===== src/verilog/vid_status_pkg.sv =====
// Constants, layouts and carrier types for the video timing status outputs
// Function
// - Error flag goes low when any enabled recorded error bit is set.
// - Flag stays low until next frame or field start, or status read.
// - Error flag stays high while the stream arrives without errors.
// - Only enabled error bits count; all enabled after reset.
// - Load strobe rests high, pulses low one clock at start of active video.
// - Field output high throughout field 2, from the timing reference field bit.
// - Field output low in field 1 and in progressive formats.
// - Vertical blanking output follows the timing reference vertical bit.
// - Vertical blanking output low outside vertical blanking.
// - Horizontal output style chosen by one host-writable control bit.
// - Style 0: high over whole horizontal blanking including both reference words.
// - Under reset everything returns to defaults and outputs float.
package vid_status_pkg;

  // ----------------------------------------------------------------
  // Widths and timing reference codes
  // ----------------------------------------------------------------
  localparam int ERR_W = 5;
  localparam int INT_W = 3;
  localparam logic [9:0] TRS_PRE1 = 10'h3ff;
  localparam logic [9:0] TRS_PRE0 = 10'h000;
  localparam int XYZ_F_BIT = 8;
  localparam int XYZ_V_BIT = 7;
  localparam int XYZ_H_BIT = 6;
  localparam logic [1:0] SAV_TAIL = 2'h3;

  // ----------------------------------------------------------------
  // Register offsets, fields and reset values
  // ----------------------------------------------------------------
  localparam logic [7:0] ERR_STATUS_OFS = 8'h00;
  localparam logic [7:0] ERR_ENABLE_OFS = 8'h04;
  localparam logic [7:0] IO_CTRL_OFS = 8'h08;
  localparam logic [7:0] INT_STATUS_OFS = 8'h0c;
  localparam logic [7:0] INT_MASK_OFS = 8'h10;
  localparam logic [7:0] TIMING_OFS = 8'h14;
  localparam int H_STYLE_BIT = 0;
  localparam int INT_ERR_BIT = 0;
  localparam int INT_FIELD_BIT = 1;
  localparam int INT_SAV_BIT = 2;
  localparam logic [ERR_W-1:0] ERR_ENABLE_RST = 5'h1f;
  localparam logic [INT_W-1:0] INT_MASK_RST = 3'h0;

  // ----------------------------------------------------------------
  // Carrier types
  // ----------------------------------------------------------------
  typedef struct packed {
    logic valid;
    logic [9:0] data;
  } vid_word_type;

  typedef struct packed {
    logic stream_err_n;
    logic buffer_load_strobe_n;
    logic field_odd_even;
    logic vblank;
    logic hblank;
  } status_out_type;

  typedef struct packed {
    logic [9:0] w1;
    logic [9:0] w2;
    logic [9:0] w3;
    logic f;
    logic v;
    logic h_bit;
    logic h_blank;
    logic [1:0] sav_cnt;
    logic [ERR_W-1:0] err_status;
    logic [ERR_W-1:0] err_enable;
    logic h_style;
    logic [INT_W-1:0] int_status;
    logic [INT_W-1:0] int_mask;
    logic dph_wr;
    logic [7:0] dph_addr;
    logic [31:0] hrdata;
    status_out_type outs;
    logic out_oe_n;
  } state_type;

endpackage : vid_status_pkg

===== src/verilog/vid_status_out.sv =====
// Video timing status outputs with an AHB-Lite register slave
//
// Local design decisions: the AHB-Lite slave port and the register offsets.
`timescale 1ns/100ps
`default_nettype none
module vid_status_out (
  // Clock and reset
  input wire logic hclk,
  input wire logic hresetn,
  // AHB-Lite slave
  input wire logic hsel,
  input wire logic [31:0] haddr,
  input wire logic [1:0] htrans,
  input wire logic hwrite,
  input wire logic [2:0] hsize,
  input wire logic hready,
  input wire logic [31:0] hwdata,
  output logic [31:0] hrdata,
  output logic hreadyout,
  output logic hresp,
  // Received video words and error detector events
  input wire vid_status_pkg::vid_word_type vin,
  input wire logic [vid_status_pkg::ERR_W-1:0] err_event,
  // Status and timing outputs
  output var vid_status_pkg::status_out_type status_out,
  output logic out_oe_n,
  // Interrupt
  output logic irq
);
  import vid_status_pkg::*;

  // ----------------------------------------------------------------
  // State
  // ----------------------------------------------------------------
  state_type s_r;
  state_type s_nxt;
  logic addr_phase;
  logic rd_hit;
  logic err_rd_clr;
  logic int_rd_clr;
  logic trs_hit;
  logic trs_eav;
  logic trs_sav;
  logic field_start;
  logic err_new;
  logic [ERR_W-1:0] err_set;
  logic [INT_W-1:0] int_set;
  logic [31:0] rd_val;
  logic err_clr;
  logic [ERR_W-1:0] err_sticky_nxt;

  // ----------------------------------------------------------------
  // Bus decode
  // ----------------------------------------------------------------
  assign addr_phase = hsel & hready & htrans[1];
  assign rd_hit = addr_phase & ~hwrite;
  assign err_rd_clr = rd_hit & (haddr[7:0] == ERR_STATUS_OFS) & (haddr[31:8] == 24'h000000);
  assign int_rd_clr = rd_hit & (haddr[7:0] == INT_STATUS_OFS) & (haddr[31:8] == 24'h000000);

  always_comb begin
    rd_val = 32'h00000000;
    if (haddr[31:8] != 24'h000000) begin
      rd_val = 32'h00000000;
    end else if (haddr[7:0] == ERR_STATUS_OFS) begin
      rd_val[ERR_W-1:0] = s_r.err_status;
    end else if (haddr[7:0] == ERR_ENABLE_OFS) begin
      rd_val[ERR_W-1:0] = s_r.err_enable;
    end else if (haddr[7:0] == IO_CTRL_OFS) begin
      rd_val[H_STYLE_BIT] = s_r.h_style;
    end else if (haddr[7:0] == INT_STATUS_OFS) begin
      rd_val[INT_W-1:0] = s_r.int_status;
    end else if (haddr[7:0] == INT_MASK_OFS) begin
      rd_val[INT_W-1:0] = s_r.int_mask;
    end else if (haddr[7:0] == TIMING_OFS) begin
      rd_val[4:0] = s_r.outs;
    end
  end

  // ----------------------------------------------------------------
  // Timing reference detection
  // ----------------------------------------------------------------
  // Pattern 3ff 000 000 xyz; w3 holds 3ff, outputs take f, v and h from the incoming word xyz
  assign trs_hit = vin.valid & (s_r.w3 == TRS_PRE1) & (s_r.w2 == TRS_PRE0)
                   & (s_r.w1 == TRS_PRE0);
  assign trs_eav = trs_hit & vin.data[XYZ_H_BIT];
  assign trs_sav = trs_hit & ~vin.data[XYZ_H_BIT];
  // New field or frame: vertical bit rising
  assign field_start = trs_hit & vin.data[XYZ_V_BIT] & ~s_r.v;
  assign err_set = err_event;
  assign err_new = |(err_event & s_r.err_enable);
  assign int_set = {trs_sav, field_start, err_new};

  // ----------------------------------------------------------------
  // Sticky error bits
  // ----------------------------------------------------------------
  // Clears on field start or status read; a new event wins
  assign err_clr = field_start | err_rd_clr;
  for (genvar gi = 0; gi < ERR_W; gi++) begin : g_err_bit
    assign err_sticky_nxt[gi] = err_set[gi] | (s_r.err_status[gi] & ~err_clr);
  end

  // ----------------------------------------------------------------
  // Next state
  // ----------------------------------------------------------------
  always_comb begin
    s_nxt = s_r;
    s_nxt.out_oe_n = 1'b0;
    if (vin.valid) begin
      s_nxt.w1 = vin.data;
      s_nxt.w2 = s_r.w1;
      s_nxt.w3 = s_r.w2;
      if (trs_hit) begin
        s_nxt.f = vin.data[XYZ_F_BIT];
        s_nxt.v = vin.data[XYZ_V_BIT];
        s_nxt.h_bit = vin.data[XYZ_H_BIT];
      end
      if (trs_eav) begin
        s_nxt.h_blank = 1'b1;
        s_nxt.sav_cnt = 2'h0;
      end else if (trs_sav) begin
        s_nxt.h_blank = 1'b1;
        s_nxt.sav_cnt = SAV_TAIL;
      end else if (s_r.sav_cnt != 2'h0) begin
        s_nxt.sav_cnt = s_r.sav_cnt - 2'h1;
      end else if (!s_r.h_bit) begin
        s_nxt.h_blank = 1'b0;
      end
    end
    // Per-condition sticky bits from the loop above
    s_nxt.err_status = err_sticky_nxt;
    if (int_rd_clr) begin
      s_nxt.int_status = int_set;
    end else begin
      s_nxt.int_status = s_r.int_status | int_set;
    end
    s_nxt.dph_wr = addr_phase & hwrite & (haddr[31:8] == 24'h000000);
    s_nxt.dph_addr = haddr[7:0];
    if (rd_hit) begin
      s_nxt.hrdata = rd_val;
    end
    if (s_r.dph_wr) begin
      if (s_r.dph_addr == ERR_ENABLE_OFS) begin
        s_nxt.err_enable = hwdata[ERR_W-1:0];
      end else if (s_r.dph_addr == IO_CTRL_OFS) begin
        s_nxt.h_style = hwdata[H_STYLE_BIT];
      end else if (s_r.dph_addr == INT_MASK_OFS) begin
        s_nxt.int_mask = hwdata[INT_W-1:0];
      end
    end
    // Outputs are registered alongside the state
    s_nxt.outs.stream_err_n = ~|(s_nxt.err_status & s_r.err_enable);
    s_nxt.outs.buffer_load_strobe_n = ~trs_sav;
    s_nxt.outs.field_odd_even = s_nxt.f;
    s_nxt.outs.vblank = s_nxt.v;
    if (s_r.h_style) begin
      s_nxt.outs.hblank = trs_hit ? vin.data[XYZ_H_BIT] : s_r.h_bit;
    end else begin
      s_nxt.outs.hblank = s_nxt.h_blank;
    end
  end

  // ----------------------------------------------------------------
  // Registers
  // ----------------------------------------------------------------
  always_ff @(posedge hclk or negedge hresetn) begin
    if (!hresetn) begin
      s_r <= '{w1: 10'h000, w2: 10'h000, w3: 10'h000, f: 1'b0, v: 1'b0,
               h_bit: 1'b0, h_blank: 1'b0, sav_cnt: 2'h0,
               err_status: '0, err_enable: ERR_ENABLE_RST, h_style: 1'b0,
               int_status: '0, int_mask: INT_MASK_RST, dph_wr: 1'b0,
               dph_addr: 8'h00, hrdata: 32'h00000000,
               outs: '{stream_err_n: 1'b1, buffer_load_strobe_n: 1'b1,
                       field_odd_even: 1'b0, vblank: 1'b0, hblank: 1'b0},
               out_oe_n: 1'b1};
    end else begin
      s_r <= s_nxt;
    end
  end

  // ----------------------------------------------------------------
  // Outputs
  // ----------------------------------------------------------------
  assign hrdata = s_r.hrdata;
  assign hreadyout = 1'b1;
  assign hresp = 1'b0;
  assign status_out = s_r.outs;
  assign out_oe_n = s_r.out_oe_n;
  assign irq = |(s_r.int_status & s_r.int_mask);

  // ----------------------------------------------------------------
  // Assertions
  // ----------------------------------------------------------------
  a_err_flag_set: assert property (
    @(posedge hclk) disable iff (!hresetn)
    err_new |=> !status_out.stream_err_n)
    else $error("enabled error did not pull the error flag low");

  a_err_flag_hold: assert property (
    @(posedge hclk) disable iff (!hresetn)
    (!status_out.stream_err_n && !field_start && !err_rd_clr) |=> !status_out.stream_err_n)
    else $error("error flag released without field start or read");

  a_err_flag_clean: assert property (
    @(posedge hclk) disable iff (!hresetn)
    (err_rd_clr && err_event == '0) |=> status_out.stream_err_n)
    else $error("error flag low after clearing read with no error");

  a_err_masked: assert property (
    @(posedge hclk) disable iff (!hresetn)
    (s_r.err_status == '0 && (err_event & s_r.err_enable) == '0)
      |=> status_out.stream_err_n)
    else $error("masked error reached the error flag");

  a_load_strobe: assert property (
    @(posedge hclk) disable iff (!hresetn)
    trs_sav |=> !status_out.buffer_load_strobe_n ##1 status_out.buffer_load_strobe_n)
    else $error("load strobe not exactly one cycle low at start of video");

  a_field_follow: assert property (
    @(posedge hclk) disable iff (!hresetn)
    trs_hit |=> status_out.field_odd_even == $past(vin.data[XYZ_F_BIT]))
    else $error("field output does not follow reference field bit");

  a_vblank_follow: assert property (
    @(posedge hclk) disable iff (!hresetn)
    trs_hit |=> status_out.vblank == $past(vin.data[XYZ_V_BIT]))
    else $error("vertical blanking output does not follow reference bit");

  a_hblank_style0: assert property (
    @(posedge hclk) disable iff (!hresetn)
    (!s_r.h_style && trs_sav) |=> status_out.hblank)
    else $error("horizontal output low on start reference in style 0");

  a_hblank_style1: assert property (
    @(posedge hclk) disable iff (!hresetn)
    (s_r.h_style && trs_hit) |=> status_out.hblank == $past(vin.data[XYZ_H_BIT]))
    else $error("horizontal output does not follow reference bit in style 1");

  a_strobe_rest: assert property (
    @(posedge hclk) disable iff (!hresetn)
    !trs_sav |=> status_out.buffer_load_strobe_n)
    else $error("load strobe low without start of video");

  a_field_low: assert property (
    @(posedge hclk) disable iff (!hresetn)
    (trs_hit && !vin.data[XYZ_F_BIT]) |=> !status_out.field_odd_even)
    else $error("field output high in field 1");

  a_field_hold: assert property (
    @(posedge hclk) disable iff (!hresetn)
    !trs_hit |=> $stable(status_out.field_odd_even))
    else $error("field output changed between references");

  a_vblank_low: assert property (
    @(posedge hclk) disable iff (!hresetn)
    (trs_hit && !vin.data[XYZ_V_BIT]) |=> !status_out.vblank)
    else $error("vertical blanking output high outside blanking");

  a_vblank_hold: assert property (
    @(posedge hclk) disable iff (!hresetn)
    !trs_hit |=> $stable(status_out.vblank))
    else $error("vertical blanking output changed between references");

  a_hblank_eav: assert property (
    @(posedge hclk) disable iff (!hresetn)
    (!s_r.h_style && trs_eav) |=> status_out.hblank)
    else $error("horizontal output low on end reference in style 0");

  a_hblank_tail: assert property (
    @(posedge hclk) disable iff (!hresetn)
    (!s_r.h_style && vin.valid && !trs_hit && s_r.sav_cnt != 2'h0) |=> status_out.hblank)
    else $error("horizontal output dropped inside start reference");

  a_hblank_active: assert property (
    @(posedge hclk) disable iff (!hresetn)
    (!s_r.h_style && vin.valid && !trs_hit && s_r.sav_cnt == 2'h0 && !s_r.h_bit)
      |=> !status_out.hblank)
    else $error("horizontal output high in active video in style 0");

  a_hblank_s1_hold: assert property (
    @(posedge hclk) disable iff (!hresetn)
    (s_r.h_style && !trs_hit) |=> status_out.hblank == $past(s_r.h_bit))
    else $error("horizontal output left reference bit in style 1");

  a_style_wr: assert property (
    @(posedge hclk) disable iff (!hresetn)
    (s_r.dph_wr && s_r.dph_addr == IO_CTRL_OFS)
      |=> (s_r.h_style == $past(hwdata[H_STYLE_BIT])))
    else $error("style select write did not land");

  a_oe_hold: assert property (
    @(posedge hclk) disable iff (!hresetn)
    !out_oe_n |=> !out_oe_n)
    else $error("status pins released outside reset");

  // ----------------------------------------------------------------
  // Error status, register bus and interrupts
  // ----------------------------------------------------------------
  a_err_recorded: assert property (
    @(posedge hclk) disable iff (!hresetn)
    (err_event != '0) |=> ((s_r.err_status & $past(err_event)) == $past(err_event)))
    else $error("error event not recorded in error status");

  a_err_read_clr: assert property (
    @(posedge hclk) disable iff (!hresetn)
    err_rd_clr |=> (s_r.err_status == $past(err_event)))
    else $error("status read did not clear the error status");

  a_err_field_clr: assert property (
    @(posedge hclk) disable iff (!hresetn)
    (field_start && err_event == '0) |=> status_out.stream_err_n)
    else $error("error flag still low after field start");

  a_err_enable_wr: assert property (
    @(posedge hclk) disable iff (!hresetn)
    (s_r.dph_wr && s_r.dph_addr == ERR_ENABLE_OFS)
      |=> (s_r.err_enable == $past(hwdata[ERR_W-1:0])))
    else $error("error enable write did not land");

  a_read_data: assert property (
    @(posedge hclk) disable iff (!hresetn)
    rd_hit |=> (hrdata == $past(rd_val)))
    else $error("read data does not match addressed register");

  a_rdata_hold: assert property (
    @(posedge hclk) disable iff (!hresetn)
    !rd_hit |=> $stable(hrdata))
    else $error("read data changed without a read");

  a_int_err: assert property (
    @(posedge hclk) disable iff (!hresetn)
    err_new |=> s_r.int_status[INT_ERR_BIT])
    else $error("enabled error did not set its interrupt bit");

  a_int_field: assert property (
    @(posedge hclk) disable iff (!hresetn)
    field_start |=> s_r.int_status[INT_FIELD_BIT])
    else $error("field start did not set its interrupt bit");

  a_int_sav: assert property (
    @(posedge hclk) disable iff (!hresetn)
    trs_sav |=> s_r.int_status[INT_SAV_BIT])
    else $error("start of video did not set its interrupt bit");

  a_int_read_clr: assert property (
    @(posedge hclk) disable iff (!hresetn)
    (int_rd_clr && int_set == '0) |=> (s_r.int_status == '0))
    else $error("status read did not clear interrupt status");

  a_mask_wr: assert property (
    @(posedge hclk) disable iff (!hresetn)
    (s_r.dph_wr && s_r.dph_addr == INT_MASK_OFS)
      |=> (s_r.int_mask == $past(hwdata[INT_W-1:0])))
    else $error("interrupt mask write did not land");

endmodule : vid_status_out
`default_nettype wire


===== config.mk =====
export PLATFORM = sky130hd
export DESIGN_NAME = vid_status_out
export DESIGN_NICKNAME = d
export VERILOG_FILES = /design/src/verilog/vid_status_pkg.sv /design/src/verilog/vid_status_out.sv
export SDC_FILE = /design/constraint.sdc
export NUM_CORES = 1
export LEC_CHECK = 0
export BUFFER_PORTS_ARGS = -buffer_cell sky130_fd_sc_hd__buf_2
export CORE_AREA = 2 2 121 123
export CTS_BUF_LIST = sky130_fd_sc_hd__clkbuf_4 sky130_fd_sc_hd__clkbuf_8 sky130_fd_sc_hd__clkbuf_16
export CTS_CLUSTER_SIZE = 8
export DETAILED_ROUTE_END_ITERATION = 7
export DIE_AREA = 0 0 123 125
export SLEW_MARGIN = 5
export SYNTH_ARGS = -nofsm -noshare
export SYNTH_HDL_FRONTEND = slang
export SYNTH_SLANG_ARGS = --single-unit

===== constraint.sdc =====
create_clock -name hclk -period 2.5 [get_ports hclk]
set_clock_uncertainty 0.1 [all_clocks]
set_input_delay 0.25 -clock hclk [delete_from_list [all_inputs] [get_ports hclk]]
set_output_delay 0.25 -clock hclk [all_outputs]
set_load 0.005 [all_outputs]

After elaboration in Yosys (flattened, before gate mapping)
Cells that the tools add are included.

Logic and storage cells: 103. Output and inout port bits: 41. Flip-flop bits (word level): 71.

Equality and inequality tests: 9. Add/sub/neg operators: 1. Reduce and logical (&&, ||, !) cells: 16. Multiplexer cells: 19. Bitwise gates (word level): 38.

Operators with widths (number): 8-bit by 4-bit equality test with 1-bit output (second input constant) (3); 8-bit by 5-bit equality test with 1-bit output (second input constant) (3); 24-bit logical NOT (1); 24-bit nonzero test (1); 1-bit AND (21); 10-bit logical NOT (2); 5-bit 2-to-1 mux (4); 3-bit 2-to-1 mux (6); 8-bit by 3-bit equality test with 1-bit output (second input constant) (2); 5-bit AND (2); 10-bit equality test (second input constant) (1); 5-bit OR reduction (2); 8-bit logical NOT (1); 1-bit inverter (7); 2-bit 2-to-1 mux (3); 1-bit bitwise OR (6); 2-bit AND reduction (3); 1-bit 2-to-1 mux (5); 4-bit 2-to-1 mux (1); 4-bit AND reduction (1); 3-bit AND (1); 3-bit bitwise OR (1); 3-bit AND reduction (1); 3-bit nonzero test (1); 4 further kinds (4).

Logic depth before layout (Yosys ltp)
Depth after elaboration: 13. Mapped depth: 6. Depth with buffers taken out: 6.

Worst setup path after synthesis
Ideal clock, no wire load.

Path kind: reg2reg. From: register s_r[83] in the netlist's numbering. To: register s_r, in the netlist status_out[1]. Cell stages (with the launch flop): 6. Path slack: 0.250 ns. Buffers on the path: 1. Arrival: 2.025 ns. Cell sequence: dfrtp_1 or4_1 or4_4 or2_1 buf_6 mux2_4.

Longest elaborated chain between the ends: 4.

Ends and longest elaborated chain: start: declaration (line vid_status_out.sv:35) `state_type s_r;`; start signal: assignment (line vid_status_out.sv:167) `s_r <= '{w1: 10'h000, w2: 10'h000, w3: 10'h000, f: 1'b0, v: 1'b0,`; start signal: assignment (line vid_status_out.sv:176) `s_r <= s_nxt;`; 10-bit logical NOT (line vid_status_out.sv:83) `assign trs_hit = vin.valid & (s_r.w3 == TRS_PRE1) & (s_r.w2 == TRS_PRE0)`; 1-bit AND (line vid_status_out.sv:83); 1-bit AND (line vid_status_out.sv:84) `& (s_r.w1 == TRS_PRE0);`; 2-bit AND reduction (no source line).

Every way passes these cells. A chain may end at the register's enable or synchronous reset.

Worst setup path in the final report
From: input port haddr[5]. To: register s_r[60] in the netlist's numbering.

Longest elaborated chain between the ends: 7.

Ends and longest elaborated chain: start: declaration (line vid_status_out.sv:12) `input wire logic [31:0] haddr,`; 8-bit logical NOT (line vid_status_out.sv:57) `assign err_rd_clr = rd_hit & (haddr[7:0] == ERR_STATUS_OFS) & (haddr[31:8] == 24'h000000);`; 1-bit AND (2 in series) (line vid_status_out.sv:57); 1-bit bitwise OR (line vid_status_out.sv:97) `assign err_clr = field_start | err_rd_clr;`; 1-bit inverter (line vid_status_out.sv:99) `assign err_sticky_nxt[gi] = err_set[gi] | (s_r.err_status[gi] & ~err_clr);`; 1-bit AND (line vid_status_out.sv:99); 1-bit bitwise OR (line vid_status_out.sv:99); net err_sticky_nxt[1] (line vid_status_out.sv:50) `logic [ERR_W-1:0] err_sticky_nxt;`.

The timed path passes the listed nets, and every way through them passes these cells.

==> flow_summary.ini <==
[power]
total_power_mw = 2.94
leakage_nw = 1.84
ir_drop_mv = 0.492
p_per_area_mw_per_mm2 = 697

[critical_path]
worstPathMaxFanout = 6
crit_required_ns = 2.62
cp.arrival_ns = 2.52
r2r-start = s_r[83]
r2r_end = status_out[1]
crit_path_end_kind = flop
crit_type = input port to flop
reg2reg_depth = 4
cp-start-kind = input port
r2r_slack_ns = 0.19

[route]
drc = 0
viasPerCell = 4.48
drt_iter0_markers = 128
firstDrtPassIters = 5
wl_per_cell_um = 14.3
ant_nets = 0
vias = 2463
routed_wl_um = 7860

[synth]
netlist_instances = 291
yosysWarnings = 0
synth_area_mm2 = 0.00347
ys_async_sr_fraction = 1.00
synth.avg_cell_area_um2 = 11.9
ys_ff_latch = 71
yosysSeqAreaShare = 0.515
synth_cell_types = 52
synthFlopType = dfrtp_1
synth_edf_count = 0

[grt]
grt_pass1_vias = 2521
grt_max_degree = 47
grt_pass1_wl_um = 12800
track_usage = 0.108
grt_remaining_overflow = 0
antenna_found_initial = 0

[timing]
tns_ns = 0
setup_viol = 0
drv_slew = 0
max_slew.worst_pin.slew_ns = 0.599
finalHoldViolCount = 0
post-route-min-period_ns = 2.40
max_freq_mhz = 417
rsz0062_at_grt = no
finalCritPeriodShare = 0.959
slew_headroom = 0.595

[clock_tree]
cts.path.max_buffers = 2
clk_latency_ns = 0.33
clock-root-buffer = clkbuf_16
cts_buffers = 9
clk_pin_slew_worst_paths_ns = 0.06
postCtsSetupBuffers = 0
clkSinkCount = 71
cts_tree = built
cts_htree_levels = 3

[placement]
hpwlAfterDp_um = 5880
port_buffers = 70
place_congestion = 0.841

[finish]
layout_commonest_cell = buf_2
num-nets-final = 452
areaGrowthSynthToFinish_pct = 21.7
drive_gt1_frac = 0.374
final_cell_mix = buf_2 (70), dfrtp_1 (63), mux2_2 (31)
utilization = 0.297
diodes = 0

[min_path]
hp-class = input port to flop
min_path_cells = 2
hold_start = err_event[0]
hold_end = s_r[59]

[floorplanning]
num_rows = 44
initial_utilization = 0.244
fp.dieH_um = 125
die_area_mm2 = 0.0154
core_region_area_mm2 = 0.0142
fp.dieW_um = 123
io_pins = 131

[run_status]
status = finished clean

[run]
maxCapViolCount = 0
[through the flow]
step	worst slack, ns	instances	hold slack (ns)	area [um^2]
final	0.102	550	0.0384	4220
after global routing	0.0798	550	0.0277	4220
after CTS	0.0135	550	0.0188	4220
after detailed placement	0.0885	528	0.193	3850
after global placement	0.122	528	0.183	3850
after floorplan	0.250	319	-0.146	3570
[timing repair]
action	in CTS	in global routing
resized for setup	0	1
endpoints found under the hold margin	30	0
hold buffers	6	0
setup endpoints to repair	0	5
[area by class of cell]
class / count / area, um^2
repair buffers: 81 / 460
clock buffers: 11 / 246
multi-input cells: 187 / 1400
fillers: 1474 / 9980
clock inverters: 5 / 57.6
well taps: 184 / 230
flip-flops and latches: 71 / 1790
inverters: 11 / 41.3
[power breakdown]
part | switching [mW] | internal, mW | leakage, nW
registers | 0.0786 | 1.25 | 0.825
clock network | 0.468 | 0.808 | 0.141
logic | 0.158 | 0.176 | 0.877
[metal layers]
layer  global-route usage  vias up  part of all wire
met5                    0        -                 0
met4               0.0328        0             0.017
met3               0.0452       11             0.080
met2                0.173      103              0.47
met1                0.131     1199              0.43
li1                     -     1150                 -
[Yosys cell counts (all sizes together) (2+ instances only)]
| master | instances | area (um^2) |
|---|---|---|
| nor2 | 2 | 7.51 |
| buf | 42 | 320 |
| o21ai | 6 | 30.0 |
| nor2b | 2 | 12.5 |
| nand4 | 6 | 37.5 |
| nor4 | 12 | 75.1 |
| or4b | 4 | 40.0 |
| conb | 2 | 7.51 |
| a222oi | 3 | 30.0 |
| and2 | 4 | 25.0 |
| nor3b | 3 | 22.5 |
| dfrtp | 63 | 1580 |
| a31o | 5 | 43.8 |
| a21oi | 3 | 15.0 |
| inv | 11 | 41.3 |
| o221ai | 3 | 26.3 |
| o22ai | 2 | 12.5 |
| nand2 | 10 | 37.5 |
| a22oi | 4 | 30.0 |
| o41ai | 2 | 17.5 |
| nand4b | 2 | 17.5 |
| o211ai | 3 | 22.5 |
| o31ai | 3 | 22.5 |
| nor3 | 5 | 25.0 |
| or4 | 5 | 41.3 |
| a211oi | 2 | 15.0 |
| nor4b | 5 | 50.0 |
| o22a | 2 | 17.5 |
| dfstp | 8 | 210 |
| or2 | 3 | 18.8 |
| mux2 | 41 | 469 |
| nand3 | 4 | 20.0 |
| clkbuf | 8 | 30.0 |
[flip-flops by register name (all words and copies together) (netlist names)]
signal      flops
s_r            60
out_oe_n        1
status_out      5
hrdata          5
[critical path, cell delays in order]
cell and delay (ns):
dlygate4sd3_1 0.53, buf_2 0.12, or2_2 0.31, or4b_1 0.55, or4_4 0.51, a31o_1 0.25
[worst max-delay path by stage]
stage	start	end	slack [ns]	cells after the start
6_report	haddr[5]	s_r[60]	0.10	6
5_1_grt	haddr[5]	s_r[63]	0.08	6
4_1_cts	haddr[5]	s_r[60]	0.01	6
3_5_place_dp	haddr[1]	s_r[60]	0.09	5
3_3_place_gp	haddr[1]	s_r[59]	0.12	5
2_1_floorplan	s_r[83]	status_out[1]	0.25	5
[kinds of logic after synthesis]
family / Yosys count / share of synthesized area
compound gates: 43 / 0.0927
flops: 71 / 0.515
mux: 42 / 0.138
fa+ha+maj: 1 / 0.00361
buf+inv: 61 / 0.113
other cells: 2 / 0.00217
simple gates: 71 / 0.135
Power figures use the tool's default switching activity.
